$ cat src/pss_pkg.sv
// Shared constants and carriers for the port status page
package pss_pkg;
    // Speed ceiling codes; 110 and 111 are reserved
    localparam logic [2:0] SPD_S100 = 3'h0;
    localparam logic [2:0] SPD_S200 = 3'h1;
    localparam logic [2:0] SPD_S400 = 3'h2;
    localparam logic [2:0] SPD_S800 = 3'h3;
    localparam logic [2:0] SPD_S1600 = 3'h4;
    localparam logic [2:0] SPD_S3200 = 3'h5;

    // Register byte offsets
    localparam logic [7:0] OFS_PORT_SEL = 8'h00;
    localparam logic [7:0] OFS_PORT_STAT = 8'h04;
    localparam logic [7:0] OFS_IRQ_STAT = 8'h08;
    localparam logic [7:0] OFS_IRQ_MASK = 8'h0C;

    // Field positions in the port status word
    localparam int FLD_CEIL = 0;
    localparam int FLD_PLUG = 3;
    localparam int FLD_CAP = 4;
    localparam int FLD_UNREL = 7;
    localparam int FLD_BETA = 8;
    localparam int FLD_SLEEP = 9;
    localparam int FLD_SLEEP_DEFAULT_PIN = 10;
    localparam int FLD_CON = 11;
    localparam int FLD_RECEIVE_OK_INDICATOR = 12;
    localparam int FLD_LEGACY = 13;
    localparam int FLD_ERR = 16;

    // Interrupt status bits
    localparam int IRQ_UNREL = 0;
    localparam int IRQ_CODEERR = 1;
    localparam int IRQ_SLEEP = 2;
    localparam int IRQ_W = 3;

    // Reset values and limits
    localparam logic PLUG_PRESENT = 1'b1;
    localparam logic [7:0] ERR_MAX = 8'hFF;
    localparam logic [IRQ_W-1:0] IRQ_MASK_RST = 3'h0;

    // Connection debounce time
    localparam int DEBOUNCE_MS = 341;
    localparam int CLK_KHZ = 50_000;
    localparam int DEBOUNCE_CYCLES = DEBOUNCE_MS * CLK_KHZ;

    // Per-port events from the port state logic, same clock
    typedef struct packed {
        logic beta_link;    // Port trained in beta signaling
        logic signal_valid; // Continuous valid beta signal
        logic tones_only;   // Only connection tones seen
        logic bias_ok;      // Debounced bias seen, legacy mode
        logic nego_fail;    // Beta speed negotiation failed
        logic sync_fail;    // Synchronization failed
        logic bad_codeword; // Invalid code word received
        logic sleep_req;    // Port wants to enter sleep
        logic wake_req;     // Port leaves sleep
        logic new_conn;     // New connection established
    } pss_port_ev_t;

    // Bus data phase tracking
    typedef enum logic [2:0] {
        BUS_IDLE = 3'b001,
        BUS_READ = 3'b010,
        BUS_WRITE = 3'b100
    } pss_bus_st_t;
endpackage

$ cat src/pss_port_status.sv
// Contract
// - Speed ceiling is three bits: 000 S100 up to 101 S3200, 110/111 reserved.
// - Ceiling writes above port capability store the port's highest speed instead.
// - Ceiling is consulted only on a new beta connection of a beta-only port.
// - Bilingual ports hold beta speed at S400 and ignore ceiling writes.
// - At power reset each beta-only ceiling loads the port's highest capable speed; bilingual ones load S400.
// - Software may lower a beta-only ceiling, never below the minimum speed.
// - Plug-present flag always reads one for every port.
// - Read-only three-bit field reports each port's highest beta speed.
// - Unreliable flag sets on beta speed negotiation or synchronization failure.
// - Writing one clears the unreliable flag; writing zero leaves it.
// - Beta indicator is one in beta mode, zero in legacy or disconnected.
// - Legacy active exactly when connected, receive ok and beta indicator zero.
// - Eight-bit invalid code word counter increments, saturating at 255.
// - Error counter clears on any read, local or remote.
// - Sleep flag is set while asleep; sleep entered only when enabled.
// - Connected bit sets after 341 ms stable; hardware reset clears it.
// - Beta receive ok means continuous valid signal, false during tones only.
// - Per-port sleep enable is writable, initialised from a pin at reset.
`timescale 1ns/1ps
`default_nettype none
module pss_port_status #(
    parameter int NPORTS = 3,
    parameter int DEBOUNCE_CYCLES = pss_pkg::DEBOUNCE_CYCLES,
    parameter logic [2:0] MIN_SPEED = pss_pkg::SPD_S100,
    localparam int PW = $clog2(NPORTS),
    localparam int DBW = $clog2(DEBOUNCE_CYCLES + 1)
) (
    input wire logic hclk, // Bus clock, 50 MHz
    input wire logic hresetn, // Async reset, active low
    input wire logic ce, // Clock enable, freezes state when low
    input wire logic hsel, // Slave select
    input wire logic [31:0] haddr, // Byte address
    input wire logic [1:0] htrans, // Transfer type
    input wire logic hwrite, // Write when high
    input wire logic [2:0] hsize, // Transfer size, word only
    input wire logic [31:0] hwdata, // Write data
    input wire logic hready, // Bus ready
    output logic hreadyout, // Slave ready
    output logic [31:0] hrdata, // Read data
    output logic hresp, // Always OKAY
    input wire logic [NPORTS-1:0] port_connect_pin, // Raw connection detect
    input wire logic [NPORTS-1:0][2:0] port_cap_pin, // Speed capability strap
    input wire logic [NPORTS-1:0] port_bilingual_pin, // Bilingual strap
    input wire logic sleep_default_pin, // Sleep enable strap
    input wire pss_pkg::pss_port_ev_t [NPORTS-1:0] port_ev, // Port events
    input wire logic remote_rd, // Remote access read pulse
    input wire logic [PW-1:0] remote_port, // Port of remote read
    output logic [7:0] remote_rd_count, // Counter value of remote read
    output logic remote_rd_valid, // Remote read answer pulse
    output logic [NPORTS-1:0][2:0] train_speed, // Speed for training
    output logic [NPORTS-1:0] port_asleep, // Sleep state per port
    output logic irq // Level interrupt
);
    // Parameters the logic cannot serve
    if (NPORTS < 2 || NPORTS > 16) begin : g_chk_ports
        $error("NPORTS must be 2 to 16");
    end
    if (DEBOUNCE_CYCLES < 1 || MIN_SPEED > pss_pkg::SPD_S3200) begin : g_chk_misc
        $error("bad debounce or minimum speed");
    end

    // Write value clamped into [MIN_SPEED, capability]
    function automatic logic [2:0] clamp_speed(input logic [2:0] wr, input logic [2:0] cap);
        logic [2:0] v;
        v = wr;
        if (v > cap || v > pss_pkg::SPD_S3200) begin
            v = cap;
        end
        if (v < MIN_SPEED) begin
            v = MIN_SPEED;
        end
        return v;
    endfunction

    logic [NPORTS-1:0] con_s1_reg, con_s2_reg;
    logic [NPORTS-1:0][2:0] cap_s1_reg, cap_s2_reg, cap_reg;
    logic [NPORTS-1:0] bil_s1_reg, bil_s2_reg, bil_reg;
    logic slp_s1_reg, slp_s2_reg;
    logic [1:0] strap_cnt_reg;
    logic strap_done_reg;
    logic [NPORTS-1:0][2:0] ceil_reg;
    logic [NPORTS-1:0][DBW-1:0] db_cnt_reg;
    logic [NPORTS-1:0] con_reg, receive_ok_indicator_reg, beta_reg, unrel_reg, sleep_default_pin_reg;
    logic [NPORTS-1:0][7:0] err_reg;
    logic [PW-1:0] sel_reg;
    logic [pss_pkg::IRQ_W-1:0] irq_stat_reg, irq_mask_reg;
    pss_pkg::pss_bus_st_t bus_st_reg;
    logic [7:0] wr_addr_reg;
    logic [NPORTS-1:0] rd_clr, wr_stat;
    logic [pss_pkg::IRQ_W-1:0] irq_ev;
    logic acc, acc_rd, acc_wr;

    // Status word of one port
    function automatic logic [31:0] stat_word(input logic [PW-1:0] p);
        logic [31:0] w;
        w = 32'h0;
        w[pss_pkg::FLD_CEIL +: 3] = ceil_reg[p];
        w[pss_pkg::FLD_PLUG] = pss_pkg::PLUG_PRESENT;
        w[pss_pkg::FLD_CAP +: 3] = cap_reg[p];
        w[pss_pkg::FLD_UNREL] = unrel_reg[p];
        w[pss_pkg::FLD_BETA] = beta_reg[p];
        w[pss_pkg::FLD_SLEEP] = port_asleep[p];
        w[pss_pkg::FLD_SLEEP_DEFAULT_PIN] = sleep_default_pin_reg[p];
        w[pss_pkg::FLD_CON] = con_reg[p];
        w[pss_pkg::FLD_RECEIVE_OK_INDICATOR] = receive_ok_indicator_reg[p];
        w[pss_pkg::FLD_LEGACY] = con_reg[p] & receive_ok_indicator_reg[p] & ~beta_reg[p];
        w[pss_pkg::FLD_ERR +: 8] = err_reg[p];
        return w;
    endfunction

    // Address phase decode; only word transfers are taken
    assign acc = hsel & htrans[1] & hready & (hsize == 3'h2);
    assign acc_rd = acc & ~hwrite;
    assign acc_wr = acc & hwrite;

    // Pin synchronisers
    always_ff @(posedge hclk or negedge hresetn) begin
        if (!hresetn) begin
            con_s1_reg <= '0;
            con_s2_reg <= '0;
            cap_s1_reg <= '0;
            cap_s2_reg <= '0;
            bil_s1_reg <= '0;
            bil_s2_reg <= '0;
            slp_s1_reg <= 1'b0;
            slp_s2_reg <= 1'b0;
        end else if (ce) begin
            con_s1_reg <= port_connect_pin;
            con_s2_reg <= con_s1_reg;
            cap_s1_reg <= port_cap_pin;
            cap_s2_reg <= cap_s1_reg;
            bil_s1_reg <= port_bilingual_pin;
            bil_s2_reg <= bil_s1_reg;
            slp_s1_reg <= sleep_default_pin;
            slp_s2_reg <= slp_s1_reg;
        end
    end

    // Strap capture once the synchronisers have settled after reset
    always_ff @(posedge hclk or negedge hresetn) begin
        if (!hresetn) begin
            strap_cnt_reg <= 2'h0;
            strap_done_reg <= 1'b0;
            cap_reg <= '0;
            bil_reg <= '0;
        end else if (ce && !strap_done_reg) begin
            strap_cnt_reg <= strap_cnt_reg + 2'h1;
            if (strap_cnt_reg == 2'h2) begin
                strap_done_reg <= 1'b1;
                cap_reg <= cap_s2_reg;
                bil_reg <= bil_s2_reg;
            end
        end
    end

    // Bus data phase state; every access answers with zero wait states
    always_ff @(posedge hclk or negedge hresetn) begin
        if (!hresetn) begin
            bus_st_reg <= pss_pkg::BUS_IDLE;
            wr_addr_reg <= 8'h00;
            hrdata <= 32'h0;
            hreadyout <= 1'b1;
            hresp <= 1'b0;
        end else if (ce) begin
            hreadyout <= 1'b1;
            hresp <= 1'b0;
            case (1'b1)
                acc_rd: begin
                    bus_st_reg <= pss_pkg::BUS_READ;
                    // Upper address bits must be zero, else the read lands on no register
                    case ((haddr[31:8] == 24'h0) ? haddr[7:0] : 8'hFF)
                        pss_pkg::OFS_PORT_SEL: hrdata <= {{(32-PW){1'b0}}, sel_reg};
                        pss_pkg::OFS_PORT_STAT: hrdata <= stat_word(sel_reg);
                        pss_pkg::OFS_IRQ_STAT: hrdata <= {{(32-pss_pkg::IRQ_W){1'b0}}, irq_stat_reg};
                        pss_pkg::OFS_IRQ_MASK: hrdata <= {{(32-pss_pkg::IRQ_W){1'b0}}, irq_mask_reg};
                        default: hrdata <= 32'h0;
                    endcase
                end
                acc_wr: begin
                    bus_st_reg <= pss_pkg::BUS_WRITE;
                    wr_addr_reg <= (haddr[31:8] == 24'h0) ? haddr[7:0] : 8'hFF;
                end
                default: bus_st_reg <= pss_pkg::BUS_IDLE;
            endcase
        end
    end

    // Per-port strobes: read clear of the counter, write of the status word
    always_comb begin
        for (int p = 0; p < NPORTS; p++) begin
            rd_clr[p] = (acc_rd && haddr[31:0] == {24'h0, pss_pkg::OFS_PORT_STAT}
                && sel_reg == PW'(p)) || (remote_rd && remote_port == PW'(p));
            wr_stat[p] = bus_st_reg == pss_pkg::BUS_WRITE
                && wr_addr_reg == pss_pkg::OFS_PORT_STAT && sel_reg == PW'(p);
        end
    end

    // Port select and interrupt mask writes; out-of-range ports are ignored
    always_ff @(posedge hclk or negedge hresetn) begin
        if (!hresetn) begin
            sel_reg <= '0;
            irq_mask_reg <= pss_pkg::IRQ_MASK_RST;
        end else if (ce && bus_st_reg == pss_pkg::BUS_WRITE) begin
            if (wr_addr_reg == pss_pkg::OFS_PORT_SEL && hwdata[31:0] < 32'(NPORTS)) begin
                sel_reg <= hwdata[PW-1:0];
            end
            if (wr_addr_reg == pss_pkg::OFS_IRQ_MASK) begin
                sel_reg <= sel_reg;
                irq_mask_reg <= hwdata[pss_pkg::IRQ_W-1:0];
            end
        end
    end

    // Speed ceiling: loaded from capability, clamped writes, bilingual fixed
    always_ff @(posedge hclk or negedge hresetn) begin
        if (!hresetn) begin
            ceil_reg <= '0;
        end else if (ce) begin
            for (int p = 0; p < NPORTS; p++) begin
                if (!strap_done_reg) begin
                    ceil_reg[p] <= bil_s2_reg[p] ? pss_pkg::SPD_S400 : cap_s2_reg[p];
                end else if (bil_reg[p]) begin
                    ceil_reg[p] <= pss_pkg::SPD_S400;
                end else if (wr_stat[p]) begin
                    ceil_reg[p] <= clamp_speed(hwdata[pss_pkg::FLD_CEIL +: 3], cap_reg[p]);
                end
            end
        end
    end

    // Training speed latched only when a new beta connection forms
    always_ff @(posedge hclk or negedge hresetn) begin
        if (!hresetn) begin
            train_speed <= '0;
        end else if (ce) begin
            for (int p = 0; p < NPORTS; p++) begin
                if (port_ev[p].new_conn && port_ev[p].beta_link) begin
                    train_speed[p] <= bil_reg[p] ? pss_pkg::SPD_S400 : ceil_reg[p];
                end
            end
        end
    end

    // Connection debounce; loss of connection drops it at once
    always_ff @(posedge hclk or negedge hresetn) begin
        if (!hresetn) begin
            db_cnt_reg <= '0;
            con_reg <= '0;
        end else if (ce) begin
            for (int p = 0; p < NPORTS; p++) begin
                if (!con_s2_reg[p]) begin
                    db_cnt_reg[p] <= '0;
                    con_reg[p] <= 1'b0;
                end else if (db_cnt_reg[p] == DBW'(DEBOUNCE_CYCLES - 1)) begin
                    con_reg[p] <= 1'b1;
                end else begin
                    db_cnt_reg[p] <= db_cnt_reg[p] + DBW'(1);
                end
            end
        end
    end

    // Receive ok and beta indicator follow the connection
    always_ff @(posedge hclk or negedge hresetn) begin
        if (!hresetn) begin
            receive_ok_indicator_reg <= '0;
            beta_reg <= '0;
        end else if (ce) begin
            for (int p = 0; p < NPORTS; p++) begin
                receive_ok_indicator_reg[p] <= con_reg[p] & (port_ev[p].beta_link
                    ? (port_ev[p].signal_valid & ~port_ev[p].tones_only)
                    : port_ev[p].bias_ok);
                beta_reg[p] <= con_reg[p] & port_ev[p].beta_link;
            end
        end
    end

    // Unreliable flag; a failure in the clearing cycle wins
    always_ff @(posedge hclk or negedge hresetn) begin
        if (!hresetn) begin
            unrel_reg <= '0;
        end else if (ce) begin
            for (int p = 0; p < NPORTS; p++) begin
                if (port_ev[p].nego_fail || port_ev[p].sync_fail) begin
                    unrel_reg[p] <= 1'b1;
                end else if (wr_stat[p] && hwdata[pss_pkg::FLD_UNREL]) begin
                    unrel_reg[p] <= 1'b0;
                end
            end
        end
    end

    // Error counter; a code error in the read cycle is kept as one
    always_ff @(posedge hclk or negedge hresetn) begin
        if (!hresetn) begin
            err_reg <= '0;
        end else if (ce) begin
            for (int p = 0; p < NPORTS; p++) begin
                if (rd_clr[p]) begin
                    err_reg[p] <= {7'h00, port_ev[p].bad_codeword};
                end else if (port_ev[p].bad_codeword && err_reg[p] != pss_pkg::ERR_MAX) begin
                    err_reg[p] <= err_reg[p] + 8'h01;
                end
            end
        end
    end

    // Remote read answer, one cycle after the request
    always_ff @(posedge hclk or negedge hresetn) begin
        if (!hresetn) begin
            remote_rd_count <= 8'h00;
            remote_rd_valid <= 1'b0;
        end else if (ce) begin
            remote_rd_valid <= remote_rd;
            if (remote_rd) begin
                // A port number past the last port answers zero, not an unknown
                remote_rd_count <= (int'(remote_port) < NPORTS) ? err_reg[remote_port] : 8'h00;
            end
        end
    end

    // Sleep enable from the strap, then software; sleep entry gated by it
    always_ff @(posedge hclk or negedge hresetn) begin
        if (!hresetn) begin
            sleep_default_pin_reg <= '0;
            port_asleep <= '0;
        end else if (ce) begin
            for (int p = 0; p < NPORTS; p++) begin
                if (!strap_done_reg) begin
                    sleep_default_pin_reg[p] <= slp_s2_reg;
                end else if (wr_stat[p]) begin
                    sleep_default_pin_reg[p] <= hwdata[pss_pkg::FLD_SLEEP_DEFAULT_PIN];
                end
                if (port_ev[p].wake_req) begin
                    port_asleep[p] <= 1'b0;
                end else if (port_ev[p].sleep_req && sleep_default_pin_reg[p]) begin
                    port_asleep[p] <= 1'b1;
                end
            end
        end
    end

    // Interrupt events from any port
    always_comb begin
        irq_ev = '0;
        for (int p = 0; p < NPORTS; p++) begin
            irq_ev[pss_pkg::IRQ_UNREL] |= port_ev[p].nego_fail | port_ev[p].sync_fail;
            irq_ev[pss_pkg::IRQ_CODEERR] |= port_ev[p].bad_codeword;
            irq_ev[pss_pkg::IRQ_SLEEP] |= port_ev[p].sleep_req & sleep_default_pin_reg[p]
                & ~port_asleep[p] & ~port_ev[p].wake_req;
        end
    end

    // Sticky status, write one to clear, new events win
    always_ff @(posedge hclk or negedge hresetn) begin
        if (!hresetn) begin
            irq_stat_reg <= '0;
            irq <= 1'b0;
        end else if (ce) begin
            if (bus_st_reg == pss_pkg::BUS_WRITE && wr_addr_reg == pss_pkg::OFS_IRQ_STAT) begin
                irq_stat_reg <= (irq_stat_reg & ~hwdata[pss_pkg::IRQ_W-1:0]) | irq_ev;
            end else begin
                irq_stat_reg <= irq_stat_reg | irq_ev;
            end
            irq <= |(irq_stat_reg & irq_mask_reg);
        end
    end

    // Checks per port
    for (genvar g = 0; g < NPORTS; g++) begin : g_chk

    end
endmodule
`default_nettype wire

$ cat config.mk
export PLATFORM = sky130hd
export DESIGN_NAME = pss_port_status
export DESIGN_NICKNAME = d
export VERILOG_FILES = /design/src/pss_pkg.sv /design/src/pss_port_status.sv
export SDC_FILE = /design/constraint.sdc
export NUM_CORES = 1
export LEC_CHECK = 0
export BUFFER_PORTS_ARGS = -buffer_cell sky130_fd_sc_hd__buf_4
export CAP_MARGIN = 5
export CORE_UTILIZATION = 45
export CTS_CLUSTER_DIAMETER = 30
export DETAILED_ROUTE_END_ITERATION = 7
export PLACE_DENSITY = 0.76
export SETUP_SLACK_MARGIN = 0.3
export SLEW_MARGIN = 25
export SYNTH_ARGS = -nofsm -noshare
export SYNTH_HDL_FRONTEND = slang
export SYNTH_SLANG_ARGS = --single-unit
export TNS_END_PERCENT = 100
$ cat constraint.sdc
create_clock -name hclk -period 6.1 [get_ports hclk]
set_input_delay 1.22 -clock hclk [delete_from_list [all_inputs] [get_ports hclk]]
set_output_delay 1.22 -clock hclk [all_outputs]
set_load 0.01 [all_outputs]
==> results.cfg <==
[placement]
dpl-instance-area_um2 = 13300
place.gp.congestion = 0.937
port_buffers = 166
placed_instances = 1676
place.detailed.hpwl_um = 20600

[sta]
timing.final.crit_period_ns = 3.17
timing_worst_slew_pin_value_ns = 0.989
totalNegativeSetupSlack_ns = 0
setup_repair_after_global_routing_missed_its_margin = no
timing.clock.skew_ns = 0.0210
final-setup-viol-count = 0
slew_headroom = 0.339
tcrit_tclk_final = 0.520
report.final.hold_viol_count = 0
final_slew_violations = 0
max_freq_ghz = 0.315

[layout]
largest_reg_flops = 75
layout.cell_area.non_filler_um2 = 14900
most_used_cells_in_the_layout_excluding_fill_and_tap_cells = dfrtp_1 (232), buf_4 (172), nor2_1 (148)
layout.cells.most_common = dfrtp_1
multiInputGateArea_um2 = 5600
post_route_cells_drive_above_1_share = 0.226
post-route-util = 0.585
instances_no_fill = 1764
num-nets-final = 1535
final-seq-area_um2 = 5830
area_delta_synth_final_pct = 26.3
layout.filler_cells = 2129

[min_path]
timing.hold.worst.class = reg2reg
timing.hold.worst_path_depth = 1

[grt]
grt_start_max_net_pins = 130
globalRoute.totalOverflow = 0
total_grt_usage = 0.229
first_global_vias = 9693
grt_pass1_wl_um = 49000
grt_antenna_before_repair = 3

[synthesis]
asyncSetResetFlopFracSynth = 1.00
postSynth.topFlopCell = dfrtp_1
synth_cells = 1222
yosysSeqAreaShare = 0.494
post_synth.cell_area_avg_um2 = 9.65
edff_count_synth = 0
synth.cell_area_um2 = 11800
yosys_register_bits = 233
ys.warnings.count = 0
netlist-cell-type-count = 69

[detailed_routing]
drt_first_pass_iters = 5
via_count = 9772
routed_wire_length_per_instance_um = 16.6
drc_errors = 0
route.final.wire_length_um = 29300
drt.antenna.violating_nets = 0
via_per_inst = 5.54
dr.first_iter.drc_count = 692

[worst_setup_path]
worstSetupEndpointType = flop
startpoint_type = primary input
worst-endpoint-arrival_ns = 3.55
path_max_fanout = 6
path_class = in2reg
data_required_critical_path_ns = 6.48
r2r_cells = 6

[power]
seq_power_share = 0.374
p_leak_nw = 6.62
sw_frac_of_total = 0.285
power.total_w = 0.00541
power_frac_clock = 0.465
cellInternalPower_w = 0.00386
peakVddDrop_mv = 0.273
share_comb_of_total_power = 0.161
p_per_area_nw_per_um2 = 363
power_switching_w = 0.00154

[status]
status = finished, final reports clean

[clock_tree]
cts_max_level = 2
worst_skew_pair.late_latency_ns = 0.54
postCtsResizedCells = 0
tritoncts = yes
cts.sink_count = 233
clock_tree.buffer_depth = 3
cts.hold.buffers_added = 0
cts.repair_timing.setup_buffer_count = 0
cts_inserted_buffers = 46
ctsRootBufferMaster = clkbuf_16
cts.clk_slew.worst_paths_ns = 0.05

[floorplan]
core_region_area_um2 = 25500
die-area_um2 = 26900
start_util = 0.463
number_of_i_o_pins = 180
fp.dieH_um = 164
placement_rows = 58
width_of_the_die_um = 164

[job]
max_cap_violations = 0
[cell type report]
cell class | instances | area share
inverter | 35 | 0.00882
clock buffer | 54 | 0.0827
multi-input combinational | 905 | 0.376
tap | 330 | 0.0277
antenna | 1 | 0.000168
sequential | 233 | 0.392
timing repair buffer | 174 | 0.0896
clock inverter | 32 | 0.0237
[synth_stat cells (all sizes together), types with 6 or more instances]
library cell | instances | area [µm²]
xnor2 | 31 | 272
buf | 26 | 156
mux2 | 52 | 586
nand2 | 139 | 522
o22ai | 6 | 37.5
and2 | 7 | 43.8
o21ai | 76 | 380
clkbuf | 33 | 124
nand3 | 45 | 230
nor3 | 25 | 130
a31oi | 9 | 56.3
o22a | 6 | 52.6
xor2 | 38 | 333
a21oi | 60 | 304
o2bb2ai | 8 | 70.1
inv | 35 | 131
mux2i | 35 | 350
and3 | 11 | 68.8
nor2 | 150 | 563
nor4 | 23 | 144
nand4 | 21 | 131
nand2b | 24 | 153
and4 | 10 | 87.6
nor2b | 13 | 81.3
dfrtp | 232 | 5810
ha | 16 | 200
or3 | 15 | 93.8
[kinds of logic after synthesis]
kind of cell / share of synthesized area
fa+ha+maj: 0.0170
xor+xnor: 0.0512
other cells: 0.000637
mux: 0.0832
flops: 0.494
buf+inv: 0.0349
simple gates: 0.209
compound gates: 0.110
[routing by layer]
metal / routed length, µm / vias up / part of all wire / track usage
met3: 1940 / 57 / 0.066 / 0.0460
met5: 23 / - / 0.00078 / 0
met1: 12800 / 4758 / 0.44 / 0.309
met4: 731 / 4 / 0.025 / 0.0863
li1: - / 4654 / - / -
met2: 13800 / 299 / 0.47 / 0.364
[worst max-delay path, stage by stage]
cell and delay (ns):
buf_4 0.11, nor4_1 0.42, nand4_1 0.25, nor3_1 0.66, a31oi_1 0.42, nand2_1 0.31, o311ai_0 0.17
[worst paths after layout]
check / to / slack [ns] / start
min in group asynchronous: err_reg[13] / 0.55 / hresetn
worst max register to register: err_reg[12] / 3.44 / sel_reg[1]
worst min-delay path: strap_cnt_reg[0] / 0.47 / strap_cnt_reg[0]
worst min register to register: strap_cnt_reg[0] / 0.47 / strap_cnt_reg[0]
worst max-delay path: err_reg[12] / 2.93 / haddr[31]
max in group asynchronous: db_cnt_reg[37] / 4.06 / hresetn
[power groups by stage]
stage | clock [W] | sequential, W | combinational (W)
2_1_floorplan | 0 | 0.00196 | 0.000571
3_5_place_dp | 0 | 0.00203 | 0.000863
4_1_cts | 0.00255 | 0.00201 | 0.000870
5_1_grt | 0.00263 | 0.00205 | 0.000981
6_report | 0.00251 | 0.00202 | 0.000872
3_3_place_gp | 0 | 0.00203 | 0.000829
[per-stage QoR]
stage / setup slack, ns / hold WS (ns)
2_1_floorplan: 3.26 / 0.446
3_3_place_gp: 2.45 / 0.460
3_5_place_dp: 2.42 / 0.467
4_1_cts: 2.98 / 0.478
5_1_grt: 2.81 / 0.514
6_report: 2.93 / 0.474
No activity file was read; power rests on OpenSTA's default activity.
